[src/design/flash_pin_map.svh]
/*
 * Register offsets, field positions and fixed counts of the serial flash
 * pin interface. Definitions only; included by the core.
 */
`ifndef FLASH_PIN_MAP_SVH
`define FLASH_PIN_MAP_SVH

// Register word offsets on the plain register port
`define REG_STATUS      8'h00
`define REG_CONFIG      8'h04
`define REG_LINK        8'h08

// Field positions inside the registers
`define STATUS_LSB      2
`define LINK_WP_BIT     2
`define LINK_OVR_BIT    3
`define LINK_REJ_BIT    4

// Bits per byte and bits moved per serial clock edge
`define BYTE_BITS       4'd8
`define STEP_SINGLE     4'd1
`define STEP_DUAL       4'd2
`define STEP_QUAD       4'd4

// Data lines driven in each lane mode
`define DRIVE_SINGLE    4'h2
`define DRIVE_DUAL      4'h3
`define DRIVE_QUAD      4'hf
`define DRIVE_NONE      4'h0

`endif

[src/design/flash_pin_pkg.sv]
/*
 * Types shared by the serial flash pin interface files.
 * Assumes flash_pin_map.svh sits on the include path.
 */
package flash_pin_pkg;

	// Link state, Gray coded along idle, selected, paused
	typedef enum logic [1:0] {
		st_idle  = 2'b00,
		st_sel   = 2'b01,
		st_pause = 2'b11,
		st_hwrst = 2'b10
	} link_state_t;

	// Lane width of the serial transfer; 2'b10 is not a legal code
	typedef enum logic [1:0] {
		lane_single = 2'b00,
		lane_dual   = 2'b01,
		lane_quad   = 2'b11
	} lane_mode_t;

	// Protected status bits
	typedef struct packed {
		logic       status_lock_enable;
		logic       quad_io_enable;
		logic [3:0] block_protect_bits;
	} status_bits_t;

	// Pin and lane configuration
	typedef struct packed {
		logic       pin_function_select;
		lane_mode_t lane_mode;
	} config_bits_t;

endpackage

[src/design/flash_pin_core.sv]
/*
 * Pin-level front end of a serial flash: select and standby, pause and
 * hardware reset on the shared fourth line, single/dual/quad shifting,
 * and status bits guarded by the write-protect line.
 * Assumes sck, chip select and data lines come from another clock domain
 * and that sck runs well below a quarter of clk.
 */
// Functional notes
// - Deselected: all output pins high impedance
// - Chip select low selects, leaves standby
// - First instruction only after select falling edge
// - Deselected: ignore input, stay in standby
// - Single mode drives data_line_one from falling
// - Dual/quad: lines bidirectional, rise in, fall out
// - Quad uses write-protect and pause lines as data
// - Lock set, protect low: status writes rejected
// - Lock clear: status writes always allowed
// - Quad enable disables write-protect pin function
// - Fourth line: data, else pause or reset
// - Pause keeps partial serial sequence intact
// - Paused and selected: output line high impedance
// - Reset pin low: reset mode, outputs off
// - Clock idle low or high, rising samples
`timescale 1ns/100ps
`include "flash_pin_map.svh"
module flash_pin_core
	import flash_pin_pkg::*;
(
	input  wire logic         clk,
	input  wire logic         sys_rst,
	input  wire logic         sck_pin,
	input  wire logic         chip_select_n,
	input  wire logic [3:0]   io_in,
	output logic      [3:0]   io_out,
	output logic      [3:0]   io_oe,
	input  wire logic [7:0]   reg_addr,
	input  wire logic [31:0]  reg_wdata,
	input  wire logic         reg_wr,
	input  wire logic         reg_rd,
	output logic      [31:0]  reg_rdata,
	output logic      [7:0]   rx_data,
	output logic              rx_valid,
	input  wire logic         rx_ready,
	input  wire logic [7:0]   tx_data,
	input  wire logic         tx_valid,
	output logic              tx_ready,
	output status_bits_t      status_q,
	output link_state_t       link_state
);

	logic [5:0]   pins_s;
	logic         sck_d_r;
	logic         cs_d_r;
	link_state_t  state_nxt;
	status_bits_t status_r;
	config_bits_t config_r;
	logic [7:0]   rx_sh_r;
	logic [3:0]   rx_cnt_r;
	logic [7:0]   tx_sh_r;
	logic [3:0]   tx_left_r;
	logic         drive_r;
	logic         pend_v_r;
	logic [7:0]   pend_d_r;
	logic         overrun_r;
	logic         reject_r;
	logic         buf_in_ready;
	logic [7:0]   rx_sh_nxt;
	logic [3:0]   out_bits;

	// Pins pass two flops before anything looks at them
	sync2 #(.W(6)) u_pin_sync (
		.clk     (clk),
		.sys_rst (sys_rst),
		.d       ({sck_pin, chip_select_n, io_in}),
		.q       (pins_s)
	);

	wire       sck_s  = pins_s[5];
	wire       cs_n_s = pins_s[4];
	wire [3:0] io_s   = pins_s[3:0];

	// Edge finders; only rising and falling matter, so idle level is free
	wire rise    = sck_s & ~sck_d_r;
	wire fall    = ~sck_s & sck_d_r;
	wire cs_fell = cs_d_r & ~cs_n_s;

	// Shared pin roles
	wire qe        = status_r.quad_io_enable;
	wire wp_n_s    = io_s[2];
	wire ctl_n_s   = io_s[3];
	wire hw_rst    = ~qe & config_r.pin_function_select & ~ctl_n_s;
	wire pause_req = ~qe & ~config_r.pin_function_select & ~ctl_n_s;

	// Quad needs the enable; otherwise the two lines keep their roles
	wire is_quad = (config_r.lane_mode == lane_quad) & qe;
	wire is_dual = (config_r.lane_mode == lane_dual);
	wire [3:0] step = is_quad ? `STEP_QUAD :
	                  is_dual ? `STEP_DUAL : `STEP_SINGLE;
	wire [3:0] drive_mask = is_quad ? `DRIVE_QUAD :
	                        is_dual ? `DRIVE_DUAL : `DRIVE_SINGLE;

	// Lock is ignored while the protect pin is a data line
	wire st_wr_ok = ~status_r.status_lock_enable | wp_n_s | qe;

	wire active   = (link_state == st_sel);
	wire in_frame = active | (link_state == st_pause);
	wire tx_busy  = drive_r | (tx_left_r != 4'h0);
	// Wide modes share the lines, so no input while driving
	wire rx_en    = ~(tx_busy & (is_quad | is_dual));
	wire [3:0] rx_cnt_sum = rx_cnt_r + step;
	wire byte_done = active & rise & rx_en &
	                 (rx_cnt_sum == `BYTE_BITS);
	wire shift_out = active & fall & (tx_left_r != 4'h0);
	wire tx_load   = tx_valid & tx_ready;

	// Register decode
	wire sel_status = (reg_addr == `REG_STATUS);
	wire sel_config = (reg_addr == `REG_CONFIG);
	wire sel_link   = (reg_addr == `REG_LINK);
	wire wr_status  = reg_wr & sel_status;
	wire rej_now    = wr_status & ~st_wr_ok;
	wire rej_clr    = reg_wr & sel_link & reg_wdata[`LINK_REJ_BIT];
	wire ovr_now    = byte_done & pend_v_r & ~buf_in_ready;
	wire ovr_clr    = reg_wr & sel_link & reg_wdata[`LINK_OVR_BIT];

	wire [31:0] rd_status = 32'(status_r) << `STATUS_LSB;
	wire [31:0] rd_config = 32'(config_r);
	wire [31:0] rd_link   = 32'(link_state) |
	                        (32'(wp_n_s) << `LINK_WP_BIT) |
	                        (32'(overrun_r) << `LINK_OVR_BIT) |
	                        (32'(reject_r) << `LINK_REJ_BIT);
	wire [31:0] rd_value  = sel_status ? rd_status :
	                        sel_config ? rd_config :
	                        sel_link   ? rd_link   : 32'h0000_0000;

	// Input shift, lines taken MSB first
	always_comb begin
		if (is_quad)
			rx_sh_nxt = {rx_sh_r[3:0], io_s};
		else if (is_dual)
			rx_sh_nxt = {rx_sh_r[5:0], io_s[1:0]};
		else
			rx_sh_nxt = {rx_sh_r[6:0], io_s[0]};
	end

	// Output bits placed on the lines for the current mode
	always_comb begin
		if (is_quad)
			out_bits = tx_sh_r[7:4];
		else if (is_dual)
			out_bits = {2'b00, tx_sh_r[7:6]};
		else
			out_bits = {2'b00, tx_sh_r[7], 1'b0};
	end

	// Link state: a new frame starts only on a select falling edge
	always_comb begin
		state_nxt = link_state;
		unique case (link_state)
			st_idle: begin
				if (hw_rst)
					state_nxt = st_hwrst;
				else if (cs_fell)
					state_nxt = st_sel;
			end
			st_sel: begin
				if (hw_rst)
					state_nxt = st_hwrst;
				else if (cs_n_s)
					state_nxt = st_idle;
				else if (pause_req)
					state_nxt = st_pause;
			end
			st_pause: begin
				if (hw_rst)
					state_nxt = st_hwrst;
				else if (cs_n_s)
					state_nxt = st_idle;
				else if (~pause_req)
					state_nxt = st_sel;
			end
			st_hwrst: begin
				if (~hw_rst)
					state_nxt = st_idle;
			end
		endcase
	end

	// Reset at sys_rst leaves chip select armed only after a new fall
	always_ff @(posedge clk) begin
		if (sys_rst) begin
			link_state <= st_idle;
			sck_d_r    <= 1'b0;
			cs_d_r     <= 1'b0;
		end else begin
			link_state <= state_nxt;
			sck_d_r    <= sck_s;
			cs_d_r     <= cs_n_s;
		end
	end

	// Input shifter; outside a frame it is cleared, while paused frozen
	always_ff @(posedge clk) begin
		if (sys_rst | ~in_frame) begin
			rx_sh_r  <= 8'h00;
			rx_cnt_r <= 4'h0;
		end else if (active & rise & rx_en) begin
			rx_sh_r  <= rx_sh_nxt;
			rx_cnt_r <= byte_done ? 4'h0 : rx_cnt_sum;
		end
	end

	// Output shifter, advanced on falling sck edges only
	always_ff @(posedge clk) begin
		if (sys_rst | ~in_frame) begin
			tx_sh_r   <= 8'h00;
			tx_left_r <= 4'h0;
			drive_r   <= 1'b0;
			io_out    <= 4'h0;
		end else if (tx_load) begin
			tx_sh_r   <= tx_data;
			tx_left_r <= `BYTE_BITS;
		end else if (shift_out) begin
			io_out    <= out_bits;
			tx_sh_r   <= tx_sh_r << step;
			tx_left_r <= tx_left_r - step;
			drive_r   <= 1'b1;
		end else if (active & fall) begin
			drive_r   <= 1'b0;
		end
	end

	// Enables follow the drive flag, off outside selected state
	always_ff @(posedge clk) begin
		if (sys_rst)
			io_oe <= `DRIVE_NONE;
		else if (active & drive_r)
			io_oe <= drive_mask;
		else
			io_oe <= `DRIVE_NONE;
	end

	// Ready for a byte only when the shifter is empty
	always_ff @(posedge clk) begin
		if (sys_rst)
			tx_ready <= 1'b0;
		else
			tx_ready <= active & (tx_left_r == 4'h0) & ~tx_load;
	end

	// Held byte waits for the buffer; a second one overwrites it, so the held byte is lost and flagged
	always_ff @(posedge clk) begin
		if (sys_rst) begin
			pend_v_r <= 1'b0;
			pend_d_r <= 8'h00;
		end else if (byte_done) begin
			pend_v_r <= 1'b1;
			pend_d_r <= rx_sh_nxt;
		end else if (buf_in_ready) begin
			pend_v_r <= 1'b0;
		end
	end

	word_buf2 #(.W(8)) u_rx_buf (
		.clk       (clk),
		.sys_rst   (sys_rst),
		.in_data   (pend_d_r),
		.in_valid  (pend_v_r),
		.in_ready  (buf_in_ready),
		.out_data  (rx_data),
		.out_valid (rx_valid),
		.out_ready (rx_ready)
	);

	// Sticky flags; a new event beats a clear in the same cycle
	always_ff @(posedge clk) begin
		if (sys_rst) begin
			overrun_r <= 1'b0;
			reject_r  <= 1'b0;
		end else begin
			overrun_r <= ovr_now | (overrun_r & ~ovr_clr);
			reject_r  <= rej_now | (reject_r & ~rej_clr);
		end
	end

	// Registers; a status write refused when locked sets the reject flag
	always_ff @(posedge clk) begin
		if (sys_rst) begin
			status_r <= '0;
			config_r <= '0;
		end else begin
			if (wr_status & st_wr_ok)
				status_r <= status_bits_t'(
					reg_wdata[`STATUS_LSB +: $bits(status_bits_t)]);
			if (reg_wr & sel_config)
				config_r <= config_bits_t'(
					reg_wdata[$bits(config_bits_t)-1:0]);
		end
	end

	// Read data stand one cycle, zero otherwise
	always_ff @(posedge clk) begin
		if (sys_rst)
			reg_rdata <= 32'h0000_0000;
		else
			reg_rdata <= reg_rd ? rd_value : 32'h0000_0000;
	end

	// Copy of status bits for the core behind the pins
	always_ff @(posedge clk) begin
		if (sys_rst)
			status_q <= '0;
		else
			status_q <= status_r;
	end
endmodule

[src/design/sync2.sv]
/*
 * Two flip-flop synchroniser for a bundle of independent levels.
 * Assumes each bit is a slow level or a clock far below clk.
 */
`timescale 1ns/100ps
module sync2 #(
	parameter int W = 1
) (
	input  wire logic         clk,
	input  wire logic         sys_rst,
	input  wire logic [W-1:0] d,
	output logic      [W-1:0] q
);

	logic [W-1:0] meta_r;

	// First stage feeds only the second
	always_ff @(posedge clk) begin
		if (sys_rst) begin
			meta_r <= '0;
			q      <= '0;
		end else begin
			meta_r <= d;
			q      <= meta_r;
		end
	end

endmodule

[src/design/word_buf2.sv]
/*
 * Two-entry buffer with valid and ready on both sides.
 * Output data and valid come straight from flip-flops.
 */
`timescale 1ns/100ps
module word_buf2 #(
	parameter int W = 8
) (
	input  wire logic         clk,
	input  wire logic         sys_rst,
	input  wire logic [W-1:0] in_data,
	input  wire logic         in_valid,
	output logic              in_ready,
	output logic      [W-1:0] out_data,
	output logic              out_valid,
	input  wire logic         out_ready
);

	logic         skid_v_r;
	logic [W-1:0] skid_d_r;

	// Ready drops only when both entries hold a word
	assign in_ready = ~skid_v_r;

	// Head entry refills from the skid entry first to keep order
	always_ff @(posedge clk) begin
		if (sys_rst) begin
			out_valid <= 1'b0;
			out_data  <= '0;
			skid_v_r  <= 1'b0;
			skid_d_r  <= '0;
		end else if (~out_valid | out_ready) begin
			if (skid_v_r) begin
				out_valid <= 1'b1;
				out_data  <= skid_d_r;
				skid_v_r  <= 1'b0;
			end else begin
				out_valid <= in_valid;
				out_data  <= in_data;
			end
		end else if (in_valid & ~skid_v_r) begin
			skid_v_r <= 1'b1;
			skid_d_r <= in_data;
		end
	end

endmodule

[config.mk]
export PLATFORM = sky130hd
export DESIGN_NAME = flash_pin_core
export DESIGN_NICKNAME = d
export VERILOG_FILES = /design/src/design/flash_pin_pkg.sv /design/src/design/flash_pin_core.sv /design/src/design/sync2.sv /design/src/design/word_buf2.sv
export VERILOG_INCLUDE_DIRS = /design/src /design/src/design
export SDC_FILE = /design/constraint.sdc
export NUM_CORES = 1
export LEC_CHECK = 0
export ABC_AREA = 1
export BUFFER_PORTS_ARGS = -buffer_cell sky130_fd_sc_hd__buf_2
export CAP_MARGIN = 15
export CORE_MARGIN = 4
export CORE_UTILIZATION = 56
export DETAILED_ROUTE_END_ITERATION = 10
export GPL_ROUTABILITY_DRIVEN = 1
export PLACE_DENSITY = 0.84
export SLEW_MARGIN = 0
export SYNTH_ARGS = -nofsm -noshare
export SYNTH_HDL_FRONTEND = slang
export SYNTH_SLANG_ARGS = --single-unit
[constraint.sdc]
create_clock -name clk -period 4.3 [get_ports clk]
set_clock_uncertainty 0.15 [all_clocks]
set_input_delay 0.86 -clock clk [delete_from_list [all_inputs] [get_ports clk]]
set_output_delay 0.86 -clock clk [all_outputs]
set_load 0.05 [all_outputs]
==> impl_metrics.env <==
export IMPL_gp_congestion=0.902
export IMPL_switching_share_pct=29.4
export IMPL_fmax_ghz=0.382
export IMPL_arrival_ns=2.74
export IMPL_r2r_worst_path_cells=12
export IMPL_portBuffers=69
export IMPL_relSlewSlack_pct=56.7
export IMPL_whs_path_depth=2
export IMPL_leakage_nw=2.13
export IMPL_switchingPower_mw=0.501
export IMPL_ys_ff_latch=100
export IMPL_hp_start="u_pin_sync.meta_r[3]"
export IMPL_p_clk_share_pct=32.9
export IMPL_maxCapViolations=0
export IMPL_die_width_um=96.4
export IMPL_io_pins=118
export IMPL_rsz0062_at_grt="no"
export IMPL_place_area_um2=4710
export IMPL_holdCritPathClass="flop to flop"
export IMPL_grt_pass1_wl_mm=15.4
export IMPL_n_antenna_cell=0
export IMPL_synth_edf_count=0
export IMPL_status="complete, no violations"
export IMPL_synth_distinct_cells=35
export IMPL_area_growth_pct=11.9
export IMPL_setup_viol=0
export IMPL_tns_ns=0
export IMPL_pwr_share_comb_pct=11.4
export IMPL_path_class="flop to flop"
export IMPL_initial_core_util_pct=59.1
export IMPL_slew_violations=0
export IMPL_powerDensity_nw_per_um2=349
export IMPL_dr_total_vias=3931
export IMPL_min_to="u_pin_sync.q[3]"
export IMPL_fin_area_um2=4890
export IMPL_finalCriticalPeriod_ns=2.62
export IMPL_drive_above_1_share_pct=17.5
export IMPL_post_cts_resized=0
export IMPL_reg2reg_setup_slack_ns=1.68
export IMPL_cts_root_buffer="clkbuf_8"
export IMPL_clock_sinks=100
export IMPL_drt_pass1_iter_count=5
export IMPL_finalCritPeriodShare_pct=60.9
export IMPL_synthFlopType="dfxtp_1"
export IMPL_fin_ws_ns=1.68
export IMPL_num_fill_cells=631
export IMPL_worst_pin_slew_ns=0.648
export IMPL_cts_made_buffers=9
export IMPL_cts_buffer_depth=2
export IMPL_cp_start_kind="flop"
export IMPL_placed_cells=739
export IMPL_syn_area_per_cell_um2=7.49
export IMPL_p_seq_share_pct=55.7
export IMPL_instances_no_fill=755
export IMPL_vdd_drop_max_uv=238
export IMPL_grt_max_degree=37
export IMPL_critPathMaxFanout=16
export IMPL_pre_cts_slack_ns=1.67
export IMPL_rows=31
export IMPL_finalHoldViolCount=0
export IMPL_reg2reg_to="pend_d_r[2]"
export IMPL_post_drt_wl_per_cell_um=12.4
export IMPL_postCtsSetupRepairBufs=0
export IMPL_grtUsageTotal_pct=20.9
export IMPL_drc=0
export IMPL_grt_pass1_vias=3555
export IMPL_overflow=0
export IMPL_seq_area_um2=2000
export IMPL_p_int_mw=1.20
export IMPL_yosysWarningCount=0
export IMPL_core_area_um2=7410
export IMPL_cts_tree="yes"
export IMPL_r2r_start="config_r[1]"
export IMPL_cp_end_kind="flop"
export IMPL_antenna_found_initial=0
export IMPL_syn_inst=584
export IMPL_async_reset_ff_share_pct=0
export IMPL_clk_latency_ns=0.37
export IMPL_ys_seq_area_share_pct=45.8
export IMPL_clk_pin_slew_ns=0.10
export IMPL_multi_input_area_um2=1930
export IMPL_viasPerCell=5.21
export IMPL_nets=716
export IMPL_htree_num_levels=3
export IMPL_die_h_um=96.4
export IMPL_netlist_area_um2=4380
export IMPL_cts_hold_buf=0
export IMPL_hpwl_mm=6.79
export IMPL_wl_mm=9.37
export IMPL_cp_data_required_time_ns=4.42
export IMPL_final_util_pct=66.1
export IMPL_drt_first_iter_violations=322
export IMPL_dieArea_um2=9290
export IMPL_ant_nets=0
synth_stat cells (2+ instances only):
cell	n	area [um^2]
nand2_1	92	345
buf_2	2	10.0
nand3_1	35	175
inv_2	5	18.8
nand4_1	4	25.0
clkinv_1	3	11.3
inv_4	3	18.8
o22ai_1	7	43.8
nor3_1	6	30.0
o21ai_0	45	225
nor2_1	84	315
o221ai_1	3	26.3
nor2_8	2	40.0
buf_4	25	188
a21oi_1	41	205
nand3_2	2	20.0
dfxtp_1	100	2000
a31oi_1	13	81.3
a221oi_1	2	17.5
a211oi_1	4	30.0
inv_1	63	236
o211ai_1	5	37.5
nand2_2	9	56.3
ha_1	5	62.6
nor2_4	3	33.8
clkbuf_1	11	41.3
nor3_2	2	20.0
worst max-delay path: stages (launching register included):
cell     delay, ns
dfxtp_1       0.34
inv_2         0.12
nand2_2       0.22
nand2_1       0.32
inv_1         0.20
ha_1          0.24
ha_1          0.28
nor2_1        0.20
nand2_4       0.11
inv_4         0.10
nand3_1       0.09
nand2_1       0.09
nor2_1        0.04
flip-flops by register name (all words and copies together), names as in the netlist, 2 cells and up:
register / count
pend_d_r: 8
reg_rdata: 8
tx_sh_r: 8
u_rx_buf.out_data: 8
u_rx_buf.skid_d_r: 8
rx_sh_r: 7
status_q: 6
u_pin_sync.meta_r: 6
u_pin_sync.q: 6
rd_status: 5
io_out: 4
rx_cnt_r: 4
tx_left_r: 4
config_r: 3
io_oe: 3
link_state: 2
cells in the final DEF (no fill, tap or decap), types with 5 or more instances in the layout:
cell      netlist  layout
a31oi_1        13      13
o22ai_1         7       7
buf_2           2      69
nand3_1        35      35
clkbuf_8        0       9
dfxtp_1       100     100
nor2_1         84      84
nor3_1          6       6
nand2_1        92      92
nand2_2         9       9
a21oi_1        41      41
ha_1            5       5
conb_1          1      24
o211ai_1        5       5
o21ai_0        45      45
inv_1          63      63
inv_2           5       5
cell families after synthesis:
family / count (synthesis) / synth area share [%]
buffers and inverters: 113 / 12.1
multiplexers: 1 / 0.229
AND/OR/NAND/NOR: 243 / 25.0
flip-flops: 100 / 45.8
AO/OA/AOI/OAI: 120 / 15.2
adder cells (fa/ha/maj): 5 / 1.43
XOR/XNOR: 1 / 0.200
other: 1 / 0.0857
metal layers:
layer | GRT usage, % | share of wire [%]
met5 | 0 | 0
met4 | 8.88 | 1.7
met3 | 4.03 | 5.7
met2 | 35.9 | 50
met1 | 25.4 | 42
layout make-up:
cell class / instances / share of cell area (%)
clock buffer: 10 / 2.61
multi-input combinational: 394 / 39.5
inverter: 74 / 5.83
sequential: 100 / 40.9
timing repair buffer: 72 / 7.52
clock inverter: 6 / 1.15
tap: 99 / 2.53
power by group through the flow:
stage	clock network [mW]	logic, mW	registers [mW]
floorplan	0	0.143	0.989
global placement	0	0.189	0.971
detailed placement	0	0.192	0.971
CTS	0.569	0.193	0.950
global route	0.602	0.212	0.952
finish	0.561	0.195	0.950
stage by stage:
step | hold slack [ns] | total power, mW
4_1_cts | 0.267 | 1.71
5_1_grt | 0.288 | 1.77
3_3_place_gp | 0.241 | 1.16
6_report | 0.263 | 1.71
3_5_place_dp | 0.250 | 1.16
2_1_floorplan | 0.238 | 1.13
worst max path at each step:
stage               slack (ns)   startpoint  cells after the start      endpoint
floorplan                 2.12  reg_addr[1]                      8  rd_status[3]
global placement          1.71      sys_rst                     10  tx_left_r[2]
detailed placement        1.67      sys_rst                     10  tx_left_r[2]
CTS                       1.73  config_r[1]                     11   pend_d_r[3]
global route              1.52  config_r[1]                     12   pend_d_r[2]
finish                    1.68  config_r[1]                     12   pend_d_r[2]
Power figures use the tool's default switching activity.
